### src/design/psq_pkg.sv
package psq_pkg;

    //////////////////////////////////////////////////////////////////////////
    // Clock and oscillator timing
    localparam int CLK_PERIOD_NS = 10;
    localparam int OSC_PERIOD_NS = 5000;
    localparam int DISCHARGE_NS  = 95;
    // Least time, so rounded up to whole clocks
    localparam int DISCH_CYC     = (DISCHARGE_NS + CLK_PERIOD_NS - 1)
                                   / CLK_PERIOD_NS;
    localparam int OSC_CYC       = OSC_PERIOD_NS / CLK_PERIOD_NS;
    localparam int CHARGE_CYC    = OSC_CYC - DISCH_CYC;
    localparam int POS_W         = 12;

    //////////////////////////////////////////////////////////////////////////
    // Recovery sequence, in oscillator cycles
    localparam int RETRY_WAIT_CYC = 56;
    localparam int SYNC_LEAD_CYC  = 1;
    localparam int SOFT_RAMP_CYC  = 5;
    localparam int START_MIN_CYC  = 57;
    localparam int START_MAX_CYC  = 62;
    localparam int SOFT_MIN_CYC   = 4;
    localparam int SOFT_MAX_CYC   = 7;
    localparam int RECOVERY_CYC   = 64;
    localparam int CNT_W          = 8;

    //////////////////////////////////////////////////////////////////////////
    // Sequencer states
    typedef enum logic [4:0] {
        ST_LOCK = 5'h01,
        ST_WAIT = 5'h02,
        ST_SYNC = 5'h04,
        ST_SOFT = 5'h08,
        ST_RUN  = 5'h10
    } psq_state_t;

endpackage

### src/design/psq_osc_if.sv
`timescale 1ns/10ps
`default_nettype none

interface psq_osc_if;
    import psq_pkg::*;

    logic             osc_run;
    logic             discharge;
    logic             cycle_start;
    logic [POS_W-1:0] charge_pos;

    modport osc (
        input  osc_run,
        output discharge,
        output cycle_start,
        output charge_pos
    );

    modport seq (
        output osc_run,
        input  discharge,
        input  cycle_start,
        input  charge_pos
    );
endinterface

`default_nettype wire

### src/design/psq_osc.sv
`timescale 1ns/10ps
`default_nettype none

module psq_osc
    import psq_pkg::*;
#(
    parameter int CHARGE_LEN = CHARGE_CYC,
    parameter int DISCH_LEN  = DISCH_CYC
) (
    input  wire logic clock_i,
    input  wire logic resetn_i,
    psq_osc_if.osc    osc
);

    typedef struct packed {
        logic [POS_W-1:0] cnt;
        logic             dis;
        logic             start;
    } psq_osc_st_t;

    localparam logic [POS_W-1:0] CHARGE_LAST = POS_W'(CHARGE_LEN - 1);
    localparam logic [POS_W-1:0] DISCH_LAST  = POS_W'(DISCH_LEN - 1);
    localparam int               DIS_HOLD    = DISCH_LEN;

    psq_osc_st_t st_reg;
    psq_osc_st_t st_next;

    //////////////////////////////////////////////////////////////////////////
    // Charge ramp then discharge; held at the ramp start while stopped
    always_comb begin
        st_next       = st_reg;
        st_next.start = 1'b0;
        if (!osc.osc_run) begin
            st_next.cnt = '0;
            st_next.dis = 1'b0;
        end else if (!st_reg.dis) begin
            if (st_reg.cnt == CHARGE_LAST) begin
                st_next.cnt   = '0;
                st_next.dis   = 1'b1;
                st_next.start = 1'b1;
            end else begin
                st_next.cnt = st_reg.cnt + 1'b1;
            end
        end else if (st_reg.cnt == DISCH_LAST) begin
            st_next.cnt = '0;
            st_next.dis = 1'b0;
        end else begin
            st_next.cnt = st_reg.cnt + 1'b1;
        end
    end

    always_ff @(posedge clock_i or negedge resetn_i) begin
        if (!resetn_i) begin
            st_reg <= '0;
        end else begin
            st_reg <= st_next;
        end
    end

    // Position frozen at the top during discharge
    assign osc.discharge   = st_reg.dis;
    assign osc.cycle_start = st_reg.start;
    assign osc.charge_pos  = st_reg.dis ? CHARGE_LAST : st_reg.cnt;
endmodule // psq_osc

`default_nettype wire

### src/design/psq_seq.sv
`timescale 1ns/10ps
`default_nettype none

//////////////////////////////////////////////////////////////////////////////
// Notes on behaviour
// - Sync is low in lockout and in the retry wait after a fault; it pulses in ST_SYNC before the drives start.
// - While running, sync is high for each oscillator discharge, one clock late and of the same width.
// - After its first clock, the sync pulse lies in the dead time where no drive output is high.
// - Outside a fault or lockout, a drive falls only after sync has risen and rises only after it fell.
// - Drive pulses alternate strictly between the two outputs.
// - Each drive output runs at half the oscillator rate.
// - Over-current starts a shutdown that turns both drives off at once.
// - After a fault at least 56 oscillator cycles pass before retrying.
// - The first drive pulse comes 57 to 62 oscillator cycles into the delay.
// - Soft start takes 4 to 7 oscillator cycles up to the first full pulse.
// - Soft start delays each pulse start, the delay shrinking every cycle.
// - Recovery takes 62 cycles, within 64: quiet wait, sync pulses, then the ramp.
// - Sync pulses at least one oscillator cycle before the first drive.
// - A toggle latch forces alternation even at very low duty ratio.
module psq_seq
    import psq_pkg::*;
#(
    parameter int WAIT_CYCLES = RETRY_WAIT_CYC,
    parameter int SYNC_CYCLES = SYNC_LEAD_CYC,
    parameter int SOFT_CYCLES = SOFT_RAMP_CYC,
    parameter int CHARGE_LEN  = CHARGE_CYC,
    parameter int DISCH_LEN   = DISCH_CYC
) (
    input  wire logic clock_i,
    input  wire logic resetn_i,
    input  wire logic supply_low_lockout_i,
    input  wire logic over_current_i,
    output logic      drive_phase_one_o,
    output logic      drive_phase_two_o,
    output logic      sync_o,
    output logic      restart_hold_o
);

    typedef struct packed {
        psq_state_t       state;
        logic [CNT_W-1:0] cyc_cnt;
        logic [POS_W-1:0] lead;
        logic             phase_two;
        logic             drive_one;
        logic             drive_two;
        logic             sync;
        logic             hold;
        logic [CNT_W-1:0] since_flt;
        logic             first_pend;
        logic [1:0]       nsync;
        logic [1:0]       last_ph;
        logic [1:0]       gap_one;
        logic             seen_one;
        logic [POS_W-1:0] sync_len;
        logic [3:0]       soft_len;
    } psq_seq_st_t;

    localparam logic [CNT_W-1:0] WAIT_LAST  = CNT_W'(WAIT_CYCLES - 1);
    localparam logic [CNT_W-1:0] SYNC_LAST  = CNT_W'(SYNC_CYCLES - 1);
    localparam logic [CNT_W-1:0] SOFT_LAST  = CNT_W'(SOFT_CYCLES - 1);
    localparam int               STEP_INT   = CHARGE_LEN / (SOFT_CYCLES + 1);
    localparam logic [POS_W-1:0] LEAD_STEP  = POS_W'(STEP_INT);
    localparam logic [POS_W-1:0] LEAD_START = POS_W'(STEP_INT * SOFT_CYCLES);
    localparam logic [POS_W-1:0] DIS_HI     = POS_W'(DISCH_LEN);
    localparam psq_seq_st_t      SEQ_RESET  = '{
        state:      ST_LOCK,
        first_pend: 1'b1,
        default:    '0
    };

    psq_seq_st_t r;
    psq_seq_st_t n;
    logic        flt_evt;
    logic        base_on;
    logic        rise_ok;
    logic        up_one;
    logic        up_two;

    psq_osc_if osc_bus ();

    psq_osc #(
        .CHARGE_LEN (CHARGE_LEN),
        .DISCH_LEN  (DISCH_LEN)
    ) u_osc (
        .clock_i  (clock_i),
        .resetn_i (resetn_i),
        .osc      (osc_bus)
    );

    //////////////////////////////////////////////////////////////////////////
    // State decoding
    function automatic logic is_active(input psq_state_t s);
        is_active = (s == ST_SYNC) || (s == ST_SOFT) || (s == ST_RUN);
    endfunction

    function automatic logic is_driving(input psq_state_t s);
        is_driving = (s == ST_SOFT) || (s == ST_RUN);
    endfunction

    // Oscillator is stopped in lockout so the delay starts from a clean ramp
    assign osc_bus.osc_run = (r.state != ST_LOCK);

    //////////////////////////////////////////////////////////////////////////
    // Sequencer
    always_comb begin
        n       = r;
        flt_evt = over_current_i || supply_low_lockout_i;
        unique case (r.state)
            ST_LOCK: begin
                n.cyc_cnt = '0;
                if (!supply_low_lockout_i) begin
                    n.state = ST_WAIT;
                end
            end
            ST_WAIT: begin
                if (over_current_i) begin
                    n.cyc_cnt = '0;
                end else if (osc_bus.cycle_start) begin
                    if (r.cyc_cnt == WAIT_LAST) begin
                        n.state   = ST_SYNC;
                        n.cyc_cnt = '0;
                    end else begin
                        n.cyc_cnt = r.cyc_cnt + 1'b1;
                    end
                end
            end
            ST_SYNC: begin
                if (osc_bus.cycle_start) begin
                    if (r.cyc_cnt == SYNC_LAST) begin
                        n.state   = ST_SOFT;
                        n.cyc_cnt = '0;
                        n.lead    = LEAD_START;
                    end else begin
                        n.cyc_cnt = r.cyc_cnt + 1'b1;
                    end
                end
            end
            ST_SOFT: begin
                if (osc_bus.cycle_start) begin
                    if (r.cyc_cnt == SOFT_LAST) begin
                        n.state = ST_RUN;
                        n.lead  = '0;
                    end else begin
                        n.cyc_cnt = r.cyc_cnt + 1'b1;
                        n.lead    = r.lead - LEAD_STEP;
                    end
                end
            end
            ST_RUN: begin
                n.lead = '0;
            end
            // Only a corrupted code lands here; restart cleanly
            default: begin
                n.state = ST_LOCK;
            end
        endcase

        if (over_current_i && is_active(r.state)) begin
            n.state   = ST_WAIT;
            n.cyc_cnt = '0;
        end
        if (supply_low_lockout_i) begin
            n.state = ST_LOCK;
        end
        n.hold = (n.state == ST_WAIT) || (n.state == ST_LOCK);

        // Sync copies discharge one clock late, same width
        n.sync = osc_bus.discharge && is_active(n.state);

        // Drives release one clock after sync rises, start after it falls
        base_on = is_driving(n.state) && !r.sync;
        rise_ok = !osc_bus.discharge && (osc_bus.charge_pos >= r.lead);
        n.drive_one = base_on && !r.phase_two && (rise_ok || r.drive_one);
        n.drive_two = base_on && r.phase_two && (rise_ok || r.drive_two);
        // Toggle on pulse end, so a skipped cycle cannot repeat a phase
        if ((r.drive_one && !n.drive_one) || (r.drive_two && !n.drive_two)) begin
            n.phase_two = !r.phase_two;
        end

        // Observation fields
        up_one = n.drive_one && !r.drive_one;
        up_two = n.drive_two && !r.drive_two;
        if (flt_evt) begin
            n.since_flt  = '0;
            n.first_pend = 1'b1;
            n.nsync      = '0;
            n.seen_one   = 1'b0;
        end else begin
            if (osc_bus.cycle_start && (r.since_flt != '1)) begin
                n.since_flt = r.since_flt + 1'b1;
            end
            if (n.sync && !r.sync && (r.nsync != 2'h3)) begin
                n.nsync = r.nsync + 1'b1;
            end
            if (up_one || up_two) begin
                n.first_pend = 1'b0;
            end
            if (up_one) begin
                n.seen_one = 1'b1;
            end
        end
        if (up_one) begin
            n.last_ph = 2'h1;
            n.gap_one = '0;
        end else if (up_two) begin
            n.last_ph = 2'h2;
        end
        if (!up_one && osc_bus.cycle_start && (r.gap_one != 2'h3)) begin
            n.gap_one = r.gap_one + 1'b1;
        end
        if (n.sync) begin
            n.sync_len = r.sync ? r.sync_len + 1'b1 : POS_W'(1);
        end
        if (r.state != ST_SOFT) begin
            n.soft_len = '0;
        end
        if ((r.state == ST_SOFT) && osc_bus.cycle_start) begin
            n.soft_len = r.soft_len + 1'b1;
        end
    end

    always_ff @(posedge clock_i or negedge resetn_i) begin
        if (!resetn_i) begin
            r <= SEQ_RESET;
        end else begin
            r <= n;
        end
    end

    assign drive_phase_one_o = r.drive_one;
    assign drive_phase_two_o = r.drive_two;
    assign sync_o            = r.sync;
    assign restart_hold_o    = r.hold;
endmodule // psq_seq

`default_nettype wire

### config.mk
export PLATFORM = sky130hd
export DESIGN_NAME = psq_seq
export DESIGN_NICKNAME = d
export VERILOG_FILES = /design/src/design/psq_pkg.sv /design/src/design/psq_osc_if.sv /design/src/design/psq_osc.sv /design/src/design/psq_seq.sv
export SDC_FILE = /design/constraint.sdc
export NUM_CORES = 1
export LEC_CHECK = 0
export BUFFER_PORTS_ARGS = -buffer_cell sky130_fd_sc_hd__buf_2
export CAP_MARGIN = 10
export CORE_ASPECT_RATIO = 1.5
export CORE_MARGIN = 2
export CORE_UTILIZATION = 50
export DETAILED_ROUTE_END_ITERATION = 7
export PLACE_DENSITY = 0.66
export REMOVE_ABC_BUFFERS = 1
export SYNTH_ARGS = -nofsm -noshare
export SYNTH_HDL_FRONTEND = slang
export SYNTH_SLANG_ARGS = --single-unit
### constraint.sdc
create_clock -name clock_i -period 2.7 [get_ports clock_i]
set_input_delay 0.54 -clock clock_i [delete_from_list [all_inputs] [get_ports clock_i]]
set_output_delay 0.54 -clock clock_i [all_outputs]
set_load 0.01 [all_outputs]
==> results of run 1 <==
final timing paths:
kind,start,to,slack (ns),cells after the start
worst max-delay path,r[49]$_DFFE_PN0P_,r[37]$_DFFE_PN0P_,0.44,7
worst min-delay path,resetn_i,r[61]$_DFF_PN0_,0.39,1
worst max register to register,r[49]$_DFFE_PN0P_,r[37]$_DFFE_PN0P_,0.44,7
worst min register to register,r[47]$_DFFE_PN0P_,r[47]$_DFFE_PN0P_,0.48,1
max in group asynchronous,resetn_i,r[40]$_DFFE_PN0P_,1.69,1
min in group clock_i,r[47]$_DFFE_PN0P_,r[47]$_DFFE_PN0P_,0.48,1
power groups by stage:
stage / Combinational [W] / Sequential, W / Clock, W
after floorplan: 0.0000748 / 0.000692 / 0
after global placement: 0.000113 / 0.000694 / 0
after detailed placement: 0.000114 / 0.000695 / 0
after CTS: 0.000114 / 0.000682 / 0.000469
after global routing: 0.000128 / 0.000684 / 0.000493
final: 0.000111 / 0.000682 / 0.000447
kinds of logic (layout without fill, tap and decap cells):
kind of cell	after synthesis	in the layout
buffers and inverters	33	40
multiplexers	1	1
flip-flops	44	44
adder cells (fa/ha/maj)	17	17
AND/OR/NAND/NOR	122	122
XOR/XNOR	11	11
AO/OA/AOI/OAI	85	85
synthesized netlist by cell type, drive strengths merged, types with 2 or more instances:
master,number
or3,3
a21o,8
o211ai,2
a211o,2
a22o,6
nand2,13
a31o,2
and4,2
nand3,12
nand3b,2
nand4,10
a31oi,5
nor2b,7
nor2,48
o21ai,27
nand2b,3
xnor2,3
o21a,4
buf,2
and3,3
dfrtp,43
or2,5
xor2,8
inv,23
a21oi,11
nor3,6
clkbuf,8
ha,17
a32oi,2
and2,2
o2bb2ai,2
cell type report:
type | count | area (µm²)
Clock buffer | 7 | 96.3
Tap cell | 70 | 87.6
Timing Repair Buffer | 10 | 57.6
Sequential cell | 44 | 1100
Multi-Input combinational cell | 236 | 1550
Fill cell | 530 | 2470
Inverter | 23 | 86.3
critical path, cell delays in order, from the launching register on:
cell	delay [ns]
dfrtp_1	0.40
inv_1	0.09
ha_1	0.18
or4b_4	0.46
or3_4	0.37
nor2_4	0.17
a21oi_2	0.15
a211o_1	0.34
stage by stage:
step           total power (W)  std cells  cell area [µm²]  util, %
2_1_floorplan         0.000767        303             2740        -
3_3_place_gp          0.000807        383             2890     53.0
3_5_place_dp          0.000808        383             2890     53.0
4_1_cts                0.00126        390             2980     54.8
5_1_grt                0.00131        390             2980     54.8
6_report               0.00124        390             2980     54.8
layer usage:
layer	part of all wire (%)	vias to the layer above
met5	0	-
met4	1.8	0
met3	1.9	9
met2	51	23
met1	46	1076
li1	-	1127
==> results.toml, run 1 <==
[power]
seqPwrFrac_pct = 55.0
power_density_nw_per_um2 = 416
swShare_pct = 24.1
p_comb_share_pct = 9.0
ir_worst_vdd_v = 0.000324
p_leak_nw = 1.36
clock_power_share_pct = 36.0
power.internal_w = 0.000941
switchingPower_w = 0.000299

[run]
cap_violations = 0

[yosys]
avgSynthCellArea_um2 = 8.93
synthAdderAreaFrac_pct = 7.61
synthSimpleGateAreaFrac_pct = 22.9
synth-xor-area-share_pct = 3.45
synth_edf_count = 0
synth-seq-cells = 44
netlist_instances = 313
synth.area.top_cells = "dfrtp_1 38%, ha_1 7.6%, nor2_1 6.3%, inv_1 3.1%, o21ai_1 2.9%"
yosysTopAreaCell = "dfrtp_1"
synth_warnings = 0
synth_compound_area_share_pct = 21.3
synth.area.mux_share_pct = 0.403
synth_top_family_by_area = "simple AND/OR/NAND/NOR gates"
yosysTopAreaCellShare_pct = 38.5
yosysSeqAreaShare_pct = 39.4
synth_area_um2 = 2800
synth_cell_types = 60
async_reset_ff_share_pct = 100
synth_ff_type = "dfrtp_1"

[timing]
fin_crit_sh_pct = 83.9
finalWorstPathRequiredPeriod_ns = 2.26
worst_slew_pin_slew_ns = 0.985
final.setup_skew_ns = 0.00382
setup_viol = 0
worst_slack_ns = 0.435
slew_violations = 0
fmax_ghz = 0.442
tns_ns = 0
hold_violations = 0
relSlewSlack_pct = 34.4
hold_ws_ns = 0.394
rsz0062_at_grt = "no"

[clocking]
clk_latency_ns = 0.30
cts_buffer_depth = 2
root_buffer = "clkbuf_8"
ctsResizeCount = 0
htree_levels = 2
cts_setup_buffers = 0
postCtsHoldBufs = 0
clk_pin_slew_ns = 0.08
numCtsBuffers = 5
cts.sinks = 44
cts_tree = "done"

[grt]
grt_pass1_wl_um = 9650
grt_overflow = 0
grt_max_degree = 45
met1_usage_pct = 23.5
met2_usage_pct = 36.8
grt_busiest_layer = "met2"
met3_usage_pct = 3.54
antenna_found_initial = 0
first_global_vias = 2128
track_usage_pct = 20.0

[detailed_routing]
vias = 2235
routed_via_density = 5.73
first_pass_iters = 6
wirelength_um = 5600
drc = 0
ant_nets = 0
drt-wirelength-per-cell_um = 14.4
dr.first_iter.drc_count = 163

[die]
die_y_um = 95.6
rows = 33
ios = 8
dieWidth_um = 65.1
initial_core_util_pct = 51.3
die-area_um2 = 6220
core_area_um2 = 5450

[worst_setup_path]
criticalPathCategory = "reg2reg"
arrival_ns = 2.45
crit_fanout = 14
worst_setup_path_end_kind = "flip-flop"
crit_path_start_kind = "flip-flop"
critPathRequiredTime_ns = 2.89

[placement]
dp_hpwl_um = 4120
dpl_worst_slack_ns = 0.436
portBuffers = 7
gp_congestion = 0.806

[finish]
finalNetCount = 341
area_growth_pct = 6.76
largest_reg_flops = 26
diodes = 0
drive_above_1_share_pct = 11.3
final_cell_mix = "47 x nor2_1, 43 x dfrtp_1, 23 x inv_1"
final_common_cell = "nor2_1"

[min_path]
hold_path.class = "in2async"

[outcome]
status = "complete, no violations"
Note: power is estimated with default switching activity, not from simulation.
==> run 2: changes to the inputs <==
==> constraint.sdc (replaced) <==
create_clock -name clock_i -period 2.13 [get_ports clock_i]
set_input_delay 0.426 -clock clock_i [delete_from_list [all_inputs] [get_ports clock_i]]
set_output_delay 0.426 -clock clock_i [all_outputs]
set_load 0.01 [all_outputs]
==> run 2 against run 1 <==
The flow now finishes with violations (setup timing); cell count up 5.9%; critical path type unchanged; sequential share of layout area is 2.5 points lower; die area did not move; fmax rose by 4.9%; utilization grew 4.1 points; first-iteration DRC count shrank 27%; highest routed layer unchanged.
==> results.toml, run 2 (synthesized netlist as in run 1, its figures left out) <==
[clocking]
cts_buffer_depth = 2
cts_setup_buffers = 0
htree_levels = 2
clk_latency_ns = 0.30
numCtsBuffers = 5
postCtsHoldBufs = 0
cts.sinks = 44
cts_tree = "done"
root_buffer = "clkbuf_8"
clk_pin_slew_ns = 0.09

[die]
ios = 8
core_area_um2 = 5450
dieWidth_um = 65.1
die-area_um2 = 6220
die_y_um = 95.6
initial_core_util_pct = 51.3
rows = 33

[timing]
finalWorstPathRequiredPeriod_ns = 2.16
slew_violations = 0
relSlewSlack_pct = 63.0
fmax_ghz = 0.463
hold_violations = 0
worst_slack_ns = -0.0281
tns_ns = -0.0297
rsz0062_at_grt = "yes"
final.setup_skew_ns = 0.00863
fin_crit_sh_pct = 101
setup_viol = 2
worst_slew_pin_slew_ns = 0.555

[detailed_routing]
ant_nets = 0
first_pass_iters = 5
drt-wirelength-per-cell_um = 14.3
dr.first_iter.drc_count = 119
drc = 0
routed_via_density = 5.66
wirelength_um = 5900
vias = 2337

[worst_setup_path]
worstPathCellList = "inv_2, ha_4, or4b_4, or3_4, o21ai_2, nor3b_4, o211a_1, a21oi_1"
criticalPathCategory = "reg2reg"
critPathRequiredTime_ns = 2.32
cpPeakStageDelay_ns = 0.45
crit_path_start_kind = "flip-flop"
crit_fanout = 4
arrival_ns = 2.35
r2r_cells = 8
worst_setup_path_end_kind = "flip-flop"
crit_family = "simple AND/OR/NAND/NOR gates"
path_buf_inv = 1
crit_cells = 8
critPathSlowestCell = "or4b_4"

[power]
power.internal_w = 0.00116
power_density_nw_per_um2 = 490
clock_power_share_pct = 34.0
p_comb_share_pct = 11.3
swShare_pct = 26.3
p_leak_nw = 1.47
ir_worst_vdd_v = 0.000282
seqPwrFrac_pct = 54.7
switchingPower_w = 0.000414

[grt]
grt_overflow = 0
grt_max_degree = 45
track_usage_pct = 21.3
first_global_vias = 2281
grt_pass1_wl_um = 10400
antenna_found_initial = 0

[finish]
final_cell_mix = "47 x nor2_1, 40 x dfrtp_1, 24 x buf_4"
drive_above_1_share_pct = 20.4
finalNetCount = 363
area_growth_pct = 14.8
fin_util_pct = 58.9
multiInputGateArea_um2 = 1610
regArea_um2 = 1110
diodes = 0
largest_reg_flops = 26
final_common_cell = "nor2_1"
fillers = 523

[outcome]
violations = "setup timing"
status = "finished, violations left"

[placement]
portBuffers = 7
dpl_worst_slack_ns = -0.0536
dp_hpwl_um = 4440
gp_congestion = 0.831

[run]
cap_violations = 0

[min_path]
hold_path.class = "in2async"
run 2: metal layers:
layer	vias up	global-route usage, %	routed length, µm	share of wire, %
li1	1175	-	-	-
met1	1133	25.4	2590	44
met2	23	38.8	3110	53
met3	6	3.19	120	2.0
met4	0	6.77	83	1.4
met5	-	0	0	0
run 2: what timing repair did:
item,4_1_cts,5_1_grt
endpoints found under the hold margin,0,0
pin swaps,1,6
resized for setup,3,12
setup endpoints to repair,4,17
run 2: area by class of cell:
| class | count | share of cell area, % |
|---|---|---|
| multi-input combinational | 236 | 50.0 |
| sequential | 44 | 34.5 |
| timing repair buffer | 32 | 7.33 |
| tap | 70 | 2.73 |
| inverter | 23 | 2.69 |
| clock buffer | 6 | 2.26 |
| clock inverter | 2 | 0.507 |
run 2: final timing paths:
check	startpoint	endpoint	slack, ns
setup reg to reg	r[49]$_DFFE_PN0P_	r[36]$_DFFE_PN0P_	-0.03
min in group clock_i	supply_low_lockout_i	r[57]$_DFF_PN1_	0.37
hold reg to reg	r[36]$_DFFE_PN0P_	r[36]$_DFFE_PN0P_	0.48
setup / recovery	r[49]$_DFFE_PN0P_	r[36]$_DFFE_PN0P_	-0.03
max in group asynchronous	resetn_i	r[59]$_DFF_PN0_	1.52
hold / removal	resetn_i	r[58]$_DFF_PN0_	0.19
run 2: worst register-to-register path, delay by kind of cell, from the launching register on:
| kind | cells | cell delay, ns |
|---|---|---|
| adders and majority gates | 1 | 0.13 |
| and+or+nand+nor | 3 | 1.11 |
| DFF | 1 | 0.39 |
| AOI/OAI and AO/OA | 3 | 0.33 |
| buffers and inverters | 1 | 0.08 |
run 2: power by group through the flow:
stage          logic (W)  clock network (W)  registers, W
2_1_floorplan  0.0000948                  0      0.000877
3_3_place_gp    0.000173                  0      0.000875
3_5_place_dp    0.000176                  0      0.000876
4_1_cts         0.000177           0.000553      0.000859
5_1_grt         0.000200           0.000584      0.000862
6_report        0.000177           0.000534      0.000860
run 2: metrics by stage:
| stage | cell area [µm²] | total power [W] | hold WS (ns) | instances |
|---|---|---|---|---|
| 2_1_floorplan | 2740 | 0.000972 | 0.130 | 303 |
| 3_3_place_gp | 3070 | 0.00105 | 0.448 | 405 |
| 3_5_place_dp | 3070 | 0.00105 | 0.470 | 405 |
| 4_1_cts | 3170 | 0.00159 | 0.214 | 413 |
| 5_1_grt | 3210 | 0.00165 | 0.246 | 413 |
| 6_report | 3210 | 0.00157 | 0.195 | 413 |
==> run 3: changes to the inputs <==
--- a/config.mk
+++ b/config.mk
@@ -5,13 +5,14 @@
 export SDC_FILE = /design/constraint.sdc
 export NUM_CORES = 1
 export LEC_CHECK = 0
+export ABC_AREA = 1
 export BUFFER_PORTS_ARGS = -buffer_cell sky130_fd_sc_hd__buf_2
 export CAP_MARGIN = 10
 export CORE_ASPECT_RATIO = 1.5
 export CORE_MARGIN = 2
 export CORE_UTILIZATION = 50
 export DETAILED_ROUTE_END_ITERATION = 7
-export PLACE_DENSITY = 0.66
+export PLACE_DENSITY = 0.68
 export REMOVE_ABC_BUFFERS = 1
 export SYNTH_ARGS = -nofsm -noshare
 export SYNTH_HDL_FRONTEND = slang
==> run 3 against run 2 <==
Sequential share of layout area decreased by 0.38 points; largest power group unchanged; utilization decreased by 3.0 points; flip-flop and latch count unchanged; highest routed layer unchanged; global-route usage increased by 1.6 points; sequential power increased by 2.7%; area after synthesis increased by 6.2%; clock power increased by 3%; the run now ends clean; cell count increased by 18%; via count increased by 15%.
==> results.toml, run 3 <==
[outcome]
status = "complete, no violations"

[detailed_routing]
drt-wirelength-per-cell_um = 13.9
vias = 2696
routed_via_density = 5.52
dr.first_iter.drc_count = 214
first_pass_iters = 4
drc = 0
wirelength_um = 6780
ant_nets = 0

[clocking]
cts.sinks = 44
cts_tree = "done"
cts_buffer_depth = 2
htree_levels = 2
cts_setup_buffers = 0
root_buffer = "clkbuf_8"
numCtsBuffers = 5
clk_latency_ns = 0.30
clk_pin_slew_ns = 0.09

[yosys]
synth_cell_types = 41
synthAdderAreaFrac_pct = 7.17
synthSimpleGateAreaFrac_pct = 34.1
yosysTopAreaCellShare_pct = 36.3
async_reset_ff_share_pct = 100
yosysSeqAreaShare_pct = 37.1
synth.area.mux_share_pct = 0
synth_warnings = 0
synth_ff_type = "dfrtp_1"
synth.area.top_cells = "dfrtp_1 36%, nand2_1 8.5%, ha_1 7.2%, nor2_1 7.1%, nand3_1 6.9%"
avgSynthCellArea_um2 = 7.48
ys_top_cells_by_count = "67 x nand2_1, 56 x nor2_1, 50 x inv_1"
netlist_instances = 397
synth_top_family_by_area = "simple AND/OR/NAND/NOR gates"
synth-seq-cells = 44
synth-xor-area-share_pct = 2.66
synth_edf_count = 0
synth_compound_area_share_pct = 11.3
post-synth-top-count-cell = "nand2_1"
synth_area_um2 = 2970
yosysTopAreaCell = "dfrtp_1"

[placement]
dp_hpwl_um = 5350
portBuffers = 7
gp_congestion = 0.872
place_area_um2 = 3140

[grt]
track_usage_pct = 22.9
first_global_vias = 2740
grt_overflow = 0
grt_pass1_wl_um = 11500
antenna_found_initial = 0
grt_max_degree = 45

[worst_setup_path]
crit_path_start_kind = "flip-flop"
cp_common_cell = "a21oi_1"
arrival_ns = 2.15
worstPathCellList = "or2_2, ha_1, nand2_1, inv_1, o21ai_0, a21oi_1, nand3b_1, o21ai_1, a21oi_1"
regToRegStartpoint = "u_osc.osc.discharge$_DFF_PN0_"
cpPeakStageDelay_ns = 0.44
crit_fanout = 7
worst_setup_path_end_kind = "flip-flop"
worstReg2RegEnd = "drive_phase_one_o$_DFF_PN0_"
r2r_cells = 9
criticalPathCategory = "reg2reg"
critPathRequiredTime_ns = 2.32
cp-endpoint = "drive_phase_one_o$_DFF_PN0_"
rrSetupSlack_ns = 0.17
startpoint = "u_osc.osc.discharge$_DFF_PN0_"
critPathSlowestCell = "dfrtp_1"

[power]
ir_worst_vdd_v = 0.000291
power_density_nw_per_um2 = 518
p_leak_nw = 1.53
total_power_w = 0.00168

[finish]
diodes = 0
fin_area_um2 = 3230
final_common_cell = "nand2_1"
fillers = 573
largest_reg_flops = 26
final_cell_mix = "67 x nand2_1, 56 x nor2_1, 50 x inv_1"
area_growth_pct = 8.98
drive_above_1_share_pct = 11.5
fin_util_pct = 55.9
finalNetCount = 436

[die]
dieWidth_um = 66.9
die_y_um = 98.4
ios = 8
initial_core_util_pct = 51.3
die-area_um2 = 6580
rows = 34
core_area_um2 = 5790

[timing]
relSlewSlack_pct = 61.5
final.setup_skew_ns = 0.0114
slew_violations = 0
finalWorstPathRequiredPeriod_ns = 1.96
hold_violations = 0
fin_crit_sh_pct = 92.0
rsz0062_at_grt = "no"
setup_viol = 0
fmax_ghz = 0.510
worst_slew_pin_slew_ns = 0.577
tns_ns = 0

[run]
cap_violations = 0

[min_path]
hold_path.class = "in2async"
[run 3: cell types whose count changed after synthesis, sizes merged, moves of 8 or more]
cell   delta
a21o      -8
nor2     +16
nand2    +57
a21oi    +10
nor3     +14
inv      +30
nand3    +32
[run 3: logic make-up (layout without fill, tap and decap cells)]
logic type,count (synthesis),count (layout)
xor gates and xnor gates,9,9
buffers and inverters,58,77
AOI/OAI and AO/OA,58,58
adders and majority gates,17,17
DFF,44,44
and+or+nand+nor,211,211
[run 3: area by class of cell]
cell class              count  area (µm²)  share of cell area [%]
well taps                  72        90.1                    2.79
multi-input cells         295        1640                    50.7
inverters                  54         203                    6.27
repair buffers             15         108                    3.33
clock inverters             2        10.0                   0.309
flip-flops and latches     44        1100                    34.1
clock buffers               6        82.6                    2.55
[run 3: how the worst min path moves through the flow]
stage                             endpoint  slack [ns]  cells past startpoint
6_report                   r[58]$_DFF_PN0_        0.19                      2
3_3_place_gp             r[55]$_DFFE_PN0P_        0.50                      2
3_5_place_dp             r[55]$_DFFE_PN0P_        0.51                      2
2_1_floorplan  drive_phase_one_o$_DFF_PN0_        0.13                      0
4_1_cts                    r[61]$_DFF_PN0_        0.22                      2
5_1_grt                    r[61]$_DFF_PN0_        0.26                      2
[run 3: worst max-delay path, delay by kind of cell, from the launching register on]
family	cells	cell delay, ns
AOI/OAI and AO/OA	4	0.56
and+or+nand+nor	3	0.54
DFF	1	0.44
adders and majority gates	1	0.29
buffers and inverters	1	0.03
[run 3: power by group]
group	switching [W]	internal (W)	leakage (nW)
sequential	0.0000230	0.000860	0.603
combinational	0.000163	0.0000820	0.875
clock	0.000289	0.000259	0.0510
[run 3: timing repair]
| item | 4_1_cts | 5_1_grt |
|---|---|---|
| endpoints found under the setup margin | 0 | 2 |
| hold buffers | 0 | 0 |
| resized for setup | 0 | 1 |
| hold endpoints to repair | 0 | 0 |
[run 3: layer usage]
metal	track usage (%)	part of all wire, %	vias to the layer above
li1	-	-	1352
met1	22.3	38	1269
met2	44.5	57	52
met3	3.00	2.4	23
met4	11.5	3.1	0
met5	0	0	-
[run 3: metrics by stage]
stage	cells	hold WS (ns)	worst slack, ns
6_report	488	0.189	0.171
4_1_cts	488	0.217	0.0613
3_3_place_gp	480	0.499	0.145
5_1_grt	488	0.256	0.00936
2_1_floorplan	393	0.130	0.303
3_5_place_dp	480	0.505	0.100
